### src/hdl/rae_pkg.sv
// What this block does
// - Reactive power: shifted current times voltage, filtered
// - Accumulate reactive power over whole half cycles
// - Half cycle count is unsigned 16-bit
// - Period end sets the cycle end flag
// - Enabled cycle end flag pulls interrupt low
// - Integrator on gives -90, off gives +90
// - Reactive sign independent of integrator setting
// - Apparent power is current rms times voltage rms
// - Apparent gain is one plus gain over 4096
// - Gain 0x7ff about +50, 0x800 about -50
// - No separate apparent power offset correction
// - Apparent power summed in 49-bit accumulator
// - One accumulation every four clock cycles
// - Apparent accumulation uses signed addition
// - Divide by 8-bit divider, zero acts as one
// - Upper 24 quotient bits form apparent energy
// - Second apparent energy copy clears on read
// - Interrupt on apparent half full or overflow
// - Half cycles counted at voltage zero crossings
// - Cycle end flag sits at status bit 2
`default_nettype none
package rae_pkg;
    // Register byte offsets, one aligned word each
    localparam logic [7:0] OFS_APPARENT_GAIN   = 8'h00;
    localparam logic [7:0] OFS_APPARENT_DIV    = 8'h04;
    localparam logic [7:0] OFS_HALF_CYCLES     = 8'h08;
    localparam logic [7:0] OFS_APPARENT_ENERGY = 8'h0c;
    localparam logic [7:0] OFS_APPARENT_RC     = 8'h10;
    localparam logic [7:0] OFS_LINE_REACTIVE   = 8'h14;
    localparam logic [7:0] OFS_MODE            = 8'h18;
    localparam logic [7:0] OFS_IRQ_STATUS      = 8'h1c;
    localparam logic [7:0] OFS_IRQ_ENABLE      = 8'h20;
    localparam logic [7:0] OFS_REACTIVE_POWER  = 8'h24;
    // Field positions
    localparam int BIT_HALF_FULL  = 0;
    localparam int BIT_OVERFLOW   = 1;
    localparam int BIT_CYCLE_END  = 2;
    localparam int BIT_INTEG_EN   = 0;
    localparam int IRQ_BITS       = 3;
    // Reset values
    localparam logic [11:0] RST_APPARENT_GAIN = 12'h000;
    localparam logic [7:0]  RST_APPARENT_DIV  = 8'h00;
    localparam logic [15:0] RST_HALF_CYCLES   = 16'hffff;
    localparam logic [2:0]  RST_IRQ_ENABLE    = 3'h0;
    localparam logic        RST_INTEG_EN      = 1'b0;
    // Timing: master clocks per accumulation sample
    localparam int SAMPLE_CLKS = 4;
    // Apparent gain fraction bits
    localparam int GAIN_FRAC = 12;
endpackage : rae_pkg
`default_nettype wire

### src/hdl/rae_phase_shift.sv
`default_nettype none
// Quadrature filter for the current channel
module rae_phase_shift #(
    parameter int W    = 16,   // Sample width
    parameter int LEAK = 6     // Leak shift of the integrating branch
) (
    input  wire logic                ref_clk_i,
    input  wire logic                rst_n_i,
    input  wire logic                smp_stb_i,
    input  wire logic                int_en_i,
    input  wire logic signed [W-1:0] sample_i,
    output logic signed [W-1:0]      shifted_o
);
    logic signed [W-1:0] prev_r;     // Last sample, for the difference branch
    logic signed [W+7:0] integ_r;    // Leaky running sum, lags by 90 degrees
    logic signed [W:0]   diff;       // First difference, leads by 90 degrees
    logic signed [W+7:0] integ_nxt;

    assign diff      = (W+1)'(sample_i) - (W+1)'(prev_r);
    // Leak keeps the sum from walking away on a residual dc offset
    assign integ_nxt = integ_r + (W+8)'(sample_i) - (integ_r >>> LEAK);

    // Both branches advance on the sample strobe
    always_ff @(posedge ref_clk_i or negedge rst_n_i) begin
        if (!rst_n_i) begin
            prev_r  <= '0;
            integ_r <= '0;
        end else if (smp_stb_i) begin
            prev_r  <= sample_i;
            integ_r <= integ_nxt;
        end
    end

    // Integrator on picks the lagging branch
    always_ff @(posedge ref_clk_i or negedge rst_n_i) begin
        if (!rst_n_i) begin
            shifted_o <= '0;
        end else if (smp_stb_i) begin
            shifted_o <= int_en_i ? integ_r[W+7:8] : diff[W:1];
        end
    end
endmodule : rae_phase_shift
`default_nettype wire

### src/hdl/rae_apparent_accum.sv
`default_nettype none
// Apparent power, gain, 49-bit accumulation and division
module rae_apparent_accum #(
    parameter int RW = 24,   // Rms value width
    parameter int AW = 49    // Internal accumulator width
) (
    input  wire logic           ref_clk_i,
    input  wire logic           rst_n_i,
    input  wire logic           smp_stb_i,
    input  wire logic [RW-1:0]  cur_rms_i,
    input  wire logic [RW-1:0]  volt_rms_i,
    input  wire logic [11:0]    gain_i,
    input  wire logic [7:0]     divider_i,
    input  wire logic           rc_clear_i,
    output logic [23:0]         energy_o,
    output logic [23:0]         energy_rc_o
);
    logic [2*RW-1:0]      prod;      // Full rms product
    logic signed [RW:0]   power;     // Apparent power, upper product half
    logic signed [RW+12:0] gain_term; // Power times signed gain
    logic signed [RW+1:0] power_g;   // Gain corrected power
    logic signed [AW-1:0] add_term;  // Sign extended addend
    logic signed [AW-1:0] acc_r;     // Main accumulator
    logic signed [AW-1:0] acc_rc_r;  // Read-clear accumulator
    logic [7:0]           div_eff;   // Zero divider acts as one
    logic [AW-1:0]        quot;
    logic [AW-1:0]        quot_rc;

    // Rms product; offsets already removed upstream
    assign prod      = cur_rms_i * volt_rms_i;
    assign power     = {1'b0, prod[2*RW-1:RW]};
    // Scale by one plus gain over 4096
    assign gain_term = power * $signed(gain_i);
    assign power_g   = (RW+2)'(power) + (RW+2)'(gain_term >>> rae_pkg::GAIN_FRAC);
    assign add_term  = AW'(power_g);
    assign div_eff   = (divider_i == 8'h00) ? 8'h01 : divider_i;
    assign quot      = $unsigned(acc_r) / div_eff;
    assign quot_rc   = $unsigned(acc_rc_r) / div_eff;

    // Signed accumulation on every sample strobe
    always_ff @(posedge ref_clk_i or negedge rst_n_i) begin
        if (!rst_n_i) begin
            acc_r <= '0;
        end else if (smp_stb_i) begin
            acc_r <= acc_r + add_term;
        end
    end

    // Read-clear copy; a sample landing on the clear cycle is kept
    always_ff @(posedge ref_clk_i or negedge rst_n_i) begin
        if (!rst_n_i) begin
            acc_rc_r <= '0;
        end else if (rc_clear_i) begin
            acc_rc_r <= smp_stb_i ? add_term : '0;
        end else if (smp_stb_i) begin
            acc_rc_r <= acc_rc_r + add_term;
        end
    end

    // Registered upper quotient bits
    always_ff @(posedge ref_clk_i or negedge rst_n_i) begin
        if (!rst_n_i) begin
            energy_o    <= '0;
            energy_rc_o <= '0;
        end else begin
            energy_o    <= quot[AW-1:AW-24];
            energy_rc_o <= rc_clear_i ? 24'h000000 : quot_rc[AW-1:AW-24];
        end
    end
endmodule : rae_apparent_accum
`default_nettype wire

### src/hdl/rae_top.sv
// Register access over Wishbone and the placing of the registers were chosen for this implementation.
`default_nettype none
// Reactive and apparent energy accumulation with a Wishbone slave
module rae_top #(
    parameter int SW      = 16,  // Channel sample width
    parameter int RW      = 24,  // Rms value width
    parameter int LPF_SH  = 8,   // Reactive low-pass shift
    parameter int LVAR_W  = 48   // Line reactive accumulator width
) (
    input  wire logic                 ref_clk_i,
    input  wire logic                 rst_n_i,
    // Wishbone classic slave
    input  wire logic                 wb_cyc_i,
    input  wire logic                 wb_stb_i,
    input  wire logic                 wb_we_i,
    input  wire logic [7:0]           wb_adr_i,
    input  wire logic [31:0]          wb_dat_i,
    input  wire logic [3:0]           wb_sel_i,
    output logic [31:0]               wb_dat_o,
    output logic                      wb_ack_o,
    // Upstream samples and rms values, same clock
    input  wire logic signed [SW-1:0] cur_sample_i,
    input  wire logic signed [SW-1:0] volt_sample_i,
    input  wire logic [RW-1:0]        cur_rms_i,
    input  wire logic [RW-1:0]        volt_rms_i,
    // Open-drain interrupt: output level and enable
    output logic                      irq_n_o,
    output logic                      irq_n_oe_o
);
    // Reset release synchroniser
    logic rst_meta_r;
    logic rst_sync_r;
    logic rst_n;

    always_ff @(posedge ref_clk_i or negedge rst_n_i) begin
        if (!rst_n_i) begin
            rst_meta_r <= 1'b0;
            rst_sync_r <= 1'b0;
        end else begin
            rst_meta_r <= 1'b1;
            rst_sync_r <= rst_meta_r;
        end
    end
    assign rst_n = rst_sync_r;

    // Sample strobe, one cycle in every four
    logic [1:0] smp_cnt_r;
    logic       smp_stb;

    assign smp_stb = (smp_cnt_r == 2'(rae_pkg::SAMPLE_CLKS - 1));

    always_ff @(posedge ref_clk_i or negedge rst_n) begin
        if (!rst_n) begin
            smp_cnt_r <= '0;
        end else begin
            smp_cnt_r <= smp_cnt_r + 2'd1;
        end
    end

    // Software visible state
    logic [11:0]        gain_r;        // apparent_gain
    logic [7:0]         div_r;         // apparent_energy_divider
    logic [15:0]        half_cycle_count_r;
    logic               integ_en_r;    // Current channel integrator on
    logic [2:0]         irq_en_r;      // Interrupt enables
    logic [2:0]         irq_stat_r;    // Sticky event flags
    logic [2:0]         irq_stat_nxt;
    logic [2:0]         irq_set;
    logic [2:0]         irq_clr;

    // Bus decode
    logic        bus_req;       // New request, ack not yet given
    logic        wr_take;       // Write taken this edge
    logic        rd_take;       // Read taken this edge
    logic [31:0] wmask;         // Byte lanes expanded to bits
    logic [31:0] wdata_m;       // Masked write data
    logic        sel_gain;
    logic        sel_div;
    logic        sel_half;
    logic        sel_mode;
    logic        sel_stat;
    logic        sel_en;
    logic        sel_rc;
    logic [31:0] rd_mux;

    assign bus_req = wb_cyc_i && wb_stb_i && !wb_ack_o;
    assign wr_take = bus_req && wb_we_i;
    assign rd_take = bus_req && !wb_we_i;
    assign wmask   = {{8{wb_sel_i[3]}}, {8{wb_sel_i[2]}}, {8{wb_sel_i[1]}}, {8{wb_sel_i[0]}}};
    assign wdata_m = wb_dat_i & wmask;

    assign sel_gain = (wb_adr_i == rae_pkg::OFS_APPARENT_GAIN);
    assign sel_div  = (wb_adr_i == rae_pkg::OFS_APPARENT_DIV);
    assign sel_half = (wb_adr_i == rae_pkg::OFS_HALF_CYCLES);
    assign sel_mode = (wb_adr_i == rae_pkg::OFS_MODE);
    assign sel_stat = (wb_adr_i == rae_pkg::OFS_IRQ_STATUS);
    assign sel_en   = (wb_adr_i == rae_pkg::OFS_IRQ_ENABLE);
    assign sel_rc   = (wb_adr_i == rae_pkg::OFS_APPARENT_RC);

    // Quadrature current and reactive power
    logic signed [SW-1:0]     cur_shift;
    logic signed [2*SW-1:0]   rprod;       // Instantaneous reactive power
    logic signed [2*SW:0]     rprod_s;     // Sign corrected
    logic signed [2*SW:0]     lpf_r;       // Filtered reactive power
    logic signed [2*SW+1:0]   lpf_step;
    logic signed [LVAR_W-1:0] lvar_acc_r;  // Running reactive sum
    logic signed [LVAR_W-1:0] lvar_add;
    logic [23:0]              line_reactive_energy_r;

    rae_phase_shift #(
        .W         (SW),
        .LEAK      (6)
    ) u_shift (
        .ref_clk_i (ref_clk_i),
        .rst_n_i   (rst_n),
        .smp_stb_i (smp_stb),
        .int_en_i  (integ_en_r),
        .sample_i  (cur_sample_i),
        .shifted_o (cur_shift)
    );

    assign rprod    = cur_shift * volt_sample_i;
    // A lagging shift flips the product, so it is turned back here
    assign rprod_s  = integ_en_r ? -(2*SW+1)'(rprod) : (2*SW+1)'(rprod);
    assign lpf_step = (2*SW+2)'(rprod_s) - (2*SW+2)'(lpf_r);
    assign lvar_add = LVAR_W'(lpf_r);

    // First-order low-pass keeps the dc term
    always_ff @(posedge ref_clk_i or negedge rst_n) begin
        if (!rst_n) begin
            lpf_r <= '0;
        end else if (smp_stb) begin
            lpf_r <= lpf_r + (2*SW+1)'(lpf_step >>> LPF_SH);
        end
    end

    // Voltage sign zero crossings
    logic        vsign_r;
    logic        zx;
    logic [15:0] half_cnt_r;
    logic        period_end;

    assign zx         = smp_stb && (volt_sample_i[SW-1] != vsign_r);
    // A zero count ends every half cycle rather than never
    assign period_end = zx && ((half_cnt_r + 16'd1) >= half_cycle_count_r);

    // Half cycle counter and line reactive accumulation
    always_ff @(posedge ref_clk_i or negedge rst_n) begin
        if (!rst_n) begin
            vsign_r                <= 1'b0;
            half_cnt_r             <= '0;
            lvar_acc_r             <= '0;
            line_reactive_energy_r <= '0;
        end else if (smp_stb) begin
            vsign_r <= volt_sample_i[SW-1];
            if (period_end) begin
                // Latch the period, restart with this sample
                line_reactive_energy_r <= lvar_acc_r[LVAR_W-1:LVAR_W-24];
                lvar_acc_r             <= lvar_add;
                half_cnt_r             <= '0;
            end else begin
                lvar_acc_r <= lvar_acc_r + lvar_add;
                if (zx) begin
                    half_cnt_r <= half_cnt_r + 16'd1;
                end
            end
        end
    end

    // Apparent energy path
    logic [23:0] app_energy;
    logic [23:0] app_energy_rc;
    logic [23:0] app_prev_r;     // Last apparent energy, for event detection
    logic        half_full_ev;
    logic        overflow_ev;

    rae_apparent_accum #(
        .RW          (RW),
        .AW          (49)
    ) u_app (
        .ref_clk_i   (ref_clk_i),
        .rst_n_i     (rst_n),
        .smp_stb_i   (smp_stb),
        .cur_rms_i   (cur_rms_i),
        .volt_rms_i  (volt_rms_i),
        .gain_i      (gain_r),
        .divider_i   (div_r),
        .rc_clear_i  (rd_take && sel_rc),
        .energy_o    (app_energy),
        .energy_rc_o (app_energy_rc)
    );

    // Half full is bit 23 rising, overflow a wrap
    assign half_full_ev = app_energy[23] && !app_prev_r[23];
    assign overflow_ev  = app_energy < app_prev_r;

    always_ff @(posedge ref_clk_i or negedge rst_n) begin
        if (!rst_n) begin
            app_prev_r <= '0;
        end else begin
            app_prev_r <= app_energy;
        end
    end

    // Event flags: set wins over a write-one clear in the same cycle
    assign irq_set = {smp_stb && period_end, overflow_ev, half_full_ev};
    assign irq_clr = (wr_take && sel_stat) ? wdata_m[2:0] : 3'h0;
    assign irq_stat_nxt = (irq_stat_r & ~irq_clr) | irq_set;

    always_ff @(posedge ref_clk_i or negedge rst_n) begin
        if (!rst_n) begin
            irq_stat_r <= '0;
        end else begin
            irq_stat_r <= irq_stat_nxt;
        end
    end

    // Pin driven low while an enabled flag stands
    always_ff @(posedge ref_clk_i or negedge rst_n) begin
        if (!rst_n) begin
            irq_n_o    <= 1'b1;
            irq_n_oe_o <= 1'b0;
        end else begin
            irq_n_o    <= 1'b0;
            irq_n_oe_o <= |(irq_stat_nxt & irq_en_r);
        end
    end

    // Control registers, byte lanes honoured
    always_ff @(posedge ref_clk_i or negedge rst_n) begin
        if (!rst_n) begin
            gain_r             <= rae_pkg::RST_APPARENT_GAIN;
            div_r              <= rae_pkg::RST_APPARENT_DIV;
            half_cycle_count_r <= rae_pkg::RST_HALF_CYCLES;
            integ_en_r         <= rae_pkg::RST_INTEG_EN;
            irq_en_r           <= rae_pkg::RST_IRQ_ENABLE;
        end else if (wr_take) begin
            if (sel_gain) begin
                gain_r <= (gain_r & ~wmask[11:0]) | wdata_m[11:0];
            end
            if (sel_div) begin
                div_r <= (div_r & ~wmask[7:0]) | wdata_m[7:0];
            end
            if (sel_half) begin
                half_cycle_count_r <= (half_cycle_count_r & ~wmask[15:0])
                                      | wdata_m[15:0];
            end
            if (sel_mode && wb_sel_i[0]) begin
                integ_en_r <= wb_dat_i[rae_pkg::BIT_INTEG_EN];
            end
            if (sel_en && wb_sel_i[0]) begin
                irq_en_r <= wb_dat_i[2:0];
            end
        end
    end

    // Read mux; unmapped offsets read zero
    always_comb begin
        rd_mux = 32'h00000000;
        unique case (wb_adr_i)
            rae_pkg::OFS_APPARENT_GAIN:   rd_mux = {20'h00000, gain_r};
            rae_pkg::OFS_APPARENT_DIV:    rd_mux = {24'h000000, div_r};
            rae_pkg::OFS_HALF_CYCLES:     rd_mux = {16'h0000, half_cycle_count_r};
            rae_pkg::OFS_APPARENT_ENERGY: rd_mux = {8'h00, app_energy};
            rae_pkg::OFS_APPARENT_RC:     rd_mux = {8'h00, app_energy_rc};
            rae_pkg::OFS_LINE_REACTIVE:   rd_mux = {{8{line_reactive_energy_r[23]}},
                                                    line_reactive_energy_r};
            rae_pkg::OFS_MODE:            rd_mux = {31'h00000000, integ_en_r};
            rae_pkg::OFS_IRQ_STATUS:      rd_mux = {29'h00000000, irq_stat_r};
            rae_pkg::OFS_IRQ_ENABLE:      rd_mux = {29'h00000000, irq_en_r};
            rae_pkg::OFS_REACTIVE_POWER:  rd_mux = lpf_r[2*SW:1];
            default:                      rd_mux = 32'h00000000;
        endcase
    end

    // Ack one cycle after the request
    always_ff @(posedge ref_clk_i or negedge rst_n) begin
        if (!rst_n) begin
            wb_ack_o <= 1'b0;
            wb_dat_o <= '0;
        end else begin
            wb_ack_o <= bus_req;
            if (rd_take) begin
                wb_dat_o <= rd_mux;
            end
        end
    end
endmodule : rae_top
`default_nettype wire

### config.mk
export PLATFORM = sky130hd
export DESIGN_NAME = rae_top
export DESIGN_NICKNAME = d
export VERILOG_FILES = /design/src/hdl/rae_pkg.sv /design/src/hdl/rae_phase_shift.sv /design/src/hdl/rae_apparent_accum.sv /design/src/hdl/rae_top.sv
export SDC_FILE = /design/constraint.sdc
export NUM_CORES = 2
export LEC_CHECK = 0
export ABC_AREA = 1
export BUFFER_PORTS_ARGS = -buffer_cell sky130_fd_sc_hd__buf_2
export CAP_MARGIN = 30
export CORE_MARGIN = 1.5
export CORE_UTILIZATION = 60
export DETAILED_ROUTE_END_ITERATION = 16
export HOLD_SLACK_MARGIN = 0.06
export PLACE_DENSITY_LB_ADDON = 0.25
export SYNTH_ARGS = -nofsm -noshare
export SYNTH_HDL_FRONTEND = slang
export SYNTH_SLANG_ARGS = --single-unit
### constraint.sdc
create_clock -name ref_clk_i -period 35.2 [get_ports ref_clk_i]
set_clock_uncertainty 0.2 [all_clocks]
set_input_delay 7.04 -clock ref_clk_i [delete_from_list [all_inputs] [get_ports ref_clk_i]]
set_output_delay 7.04 -clock ref_clk_i [all_outputs]
set_load 0.03 [all_outputs]
==> impl_metrics.py <==
metrics = {
    "status": {
        "status": "finished, violations left",
        "failed_checks": "negative setup slack",
    },
    "floorplanning": {
        "floorplan.initialDensity_pct": 60.4,
        "rows": 143,
        "dieArea_um2": 155000,
        "die_w_um": 394,
        "pin_count": 164,
        "die_h_um": 394,
        "core_region_area_um2": 152000,
    },
    "setup_path": {
        "path_depth": 299,
        "crit_buf_inv": 43,
        "cp_common_cell": "nand2_2",
        "ff2ff_setup_slack_ns": -2.26,
        "critPathArrivalTime_ns": 37.79,
        "cp-end-kind": "flip-flop",
        "r2r_end": "u_app.energy_o[0]",
        "start_kind": "flip-flop",
        "critical_path_class": "flip-flop to flip-flop",
        "slowest_delay_ns": 0.41,
        "crit_required_ns": 35.52,
        "cp-endpoint": "u_app.energy_o[0]",
        "reg2reg_depth": 299,
        "cp_top_family": "simple AND/OR/NAND/NOR gates",
        "path_max_fanout": 8,
        "crit_slowest_cell": "dfrtp_1",
    },
    "grt": {
        "grt_antenna_before_repair": 17,
        "grt_first_pass_wirelength_um": 459000,
        "grt_remaining_overflow": 0,
        "grt_pass1_vias": 94400,
        "grt_max_degree": 172,
        "grt_usage_pct": 35.8,
    },
    "timing": {
        "setup_viol_count_final": 4,
        "slew_headroom_pct": 21.2,
        "fmaxAchievable_mhz": 26.7,
        "min_period_ns": 37.46,
        "rsz0062_at_grt": "true",
        "hold_violations": 0,
        "worst_pin_slew_ns": 1.18,
        "fin_ws_ns": -2.26,
        "finalCritPeriodShare_pct": 106,
        "slew_viol_final": 0,
    },
    "clock_tree": {
        "clock_sinks": 430,
        "cts-root-buf": "clkbuf_16",
        "htree_levels": 2,
        "cts_tree": "yes",
        "clock_path_buffers": 3,
        "clkSlewWorstSetupHoldPaths_ns": 0.08,
        "numCtsBuffers": 48,
        "clock_latency_ns": 0.65,
    },
    "synth": {
        "synth_edf_count": 0,
        "yosys_register_bits": 430,
        "ys_async_sr_fraction_pct": 100,
        "yosys_warnings": 0,
        "syn_area_um2": 91800,
        "synth-main-ff-cell": "dfrtp_1",
        "yosysSeqAreaShare_pct": 11.7,
        "syn_nets": 14900,
        "ys_types": 86,
        "avgSynthCellArea_um2": 7.16,
        "synthCells": 12800,
    },
    "route": {
        "routed_wl_um": 295000,
        "drtPass1Iterations": 6,
        "post_drt_via_cell_ratio": 5.60,
        "vias": 93700,
        "drtAntennaViolNets": 0,
        "drt-initial-drc-count": 7569,
        "remaining_drc_errors": 0,
        "wl_per_cell_um": 17.6,
    },
    "finish": {
        "layout.nets": 16800,
        "fillers": 10800,
        "final_common_cell": "nand2_1",
        "ff_latch_area_um2": 10800,
        "syn_to_final_growth_pct": 24.4,
        "drive_gt1_share_pct": 22.8,
        "most-common-layout-cells": "nand2_1, inv_1, buf_4",
        "multiInputGateArea_um2": 72500,
    },
    "place": {
        "place_congestion": 0.978,
        "pre_cts_slack_ns": -2.54,
        "portBuffers": 145,
        "dp_hpwl_um": 215000,
    },
    "hold_path": {
        "hp-class": "flip-flop to asynchronous set/reset pin",
    },
    "flow_run": {
        "maxCapViolCount": 0,
    },
}
kinds of logic (layout without fill, tap and decap cells):
family,count (synthesis),after routing,synth area share (%)
xor gates and xnor gates,536,536,5.12
AOI/OAI and AO/OA,1779,1779,10.9
buffers and inverters,3154,5012,13.2
muxes,1,1,0.0109
DFF,430,430,11.7
other,2,11,0.00818
adders and majority gates,1981,1981,35.1
and+or+nand+nor,4942,4944,23.9
timing repair:
item | CTS | global route
hold endpoints to repair | 0 | 13
endpoints found under the setup margin | 4 | 7
resized for setup | 251 | 460
buffers inserted | 339 | 136
pin swaps | 292 | 359
hold buffers | 0 | 1
cloned | 6 | 0
worst min path at each step:
stage,startpoint,endpoint,cells past startpoint
final,rst_n,irq_n_o,0
after global routing,rst_n,irq_n_o,0
after CTS,rst_meta_r,rst_n,0
after detailed placement,rst_meta_r,rst_n,0
after global placement,rst_meta_r,rst_n,0
after floorplan,rst_meta_r,rst_n,0
state kept, by name, indices dropped and copies added (netlist names), 16 cells and up, named ones only:
name and count:
u_shift.prev_r 16, u_app.energy_rc_o 24, wb_dat_o 32, u_app.acc_r 49, lvar_acc_r 48, line_reactive_energy_r 24
u_shift.shifted_o 16, u_app.acc_rc_r 49, half_cnt_r 16, u_shift.integ_r 24, app_prev_r 24, lpf_r 33
u_app.energy_o 24
cells in the mapped netlist (all sizes together), types with 5 or more instances:
cell type	n	area, µm²
nand2	3145	12300
or2	91	569
inv	2728	10200
ha	990	12400
nand3b	38	293
or3	10	63.8
a211oi	17	128
o2111ai	8	70.1
a22oi	15	113
nor4	18	113
xor2	341	2990
o22ai	52	325
nand4	162	1120
clkbuf	348	1310
clkinv	35	158
nor2	789	3370
o21ai	737	3740
buf	43	389
o21bai	76	582
o221ai	13	114
a31oi	23	144
dfrtp	413	10300
o211ai	53	398
a21o	32	243
nand3	572	3380
nor3	102	553
o31ai	33	248
o41ai	5	43.8
o21a	26	195
dfstp	17	447
a221oi	23	201
xnor2	195	1710
a2111oi	5	43.8
fa	991	19800
a21oi	641	3260
and2	10	63.8
per-layer routing:
| metal | part of all wire (%) | GRT usage [%] | vias up |
|---|---|---|---|
| met5 | 0.021 | 0 | - |
| met4 | 5.7 | 16.3 | 12 |
| met3 | 8.0 | 5.39 | 1216 |
| met2 | 48 | 61.8 | 4143 |
| met1 | 38 | 44.1 | 44800 |
| li1 | - | - | 43500 |
metrics by stage:
stage                     cells  TNS, ns  hold WS [ns]  cell area [µm²]  util [%]
after global routing      16700   -15.62         0.151           114000      75.2
final                     16700    -6.23         0.144           114000      75.2
after CTS                 16600        0         0.157           111000      73.0
after floorplan           12800   -12.06         0.131            92600         -
after detailed placement  16100    -7.68         0.140           106000      69.5
after global placement    16100    -2.76         0.137           106000      69.5
cell type report:
cell class | instances | share of cell area, %
multi-input cells | 9243 | 63.5
flip-flops and latches | 430 | 9.45
diodes | 9 | 0.0197
repair inverters | 2 | 0.0121
well taps | 2030 | 2.22
inverters | 2763 | 9.21
clock buffers | 58 | 1.14
repair buffers | 2158 | 14.1
clock inverters | 31 | 0.319
Power is left out: the tool's default activity adds up to more than one toggle a clock period on the data nets, which glitch-free logic cannot reach.
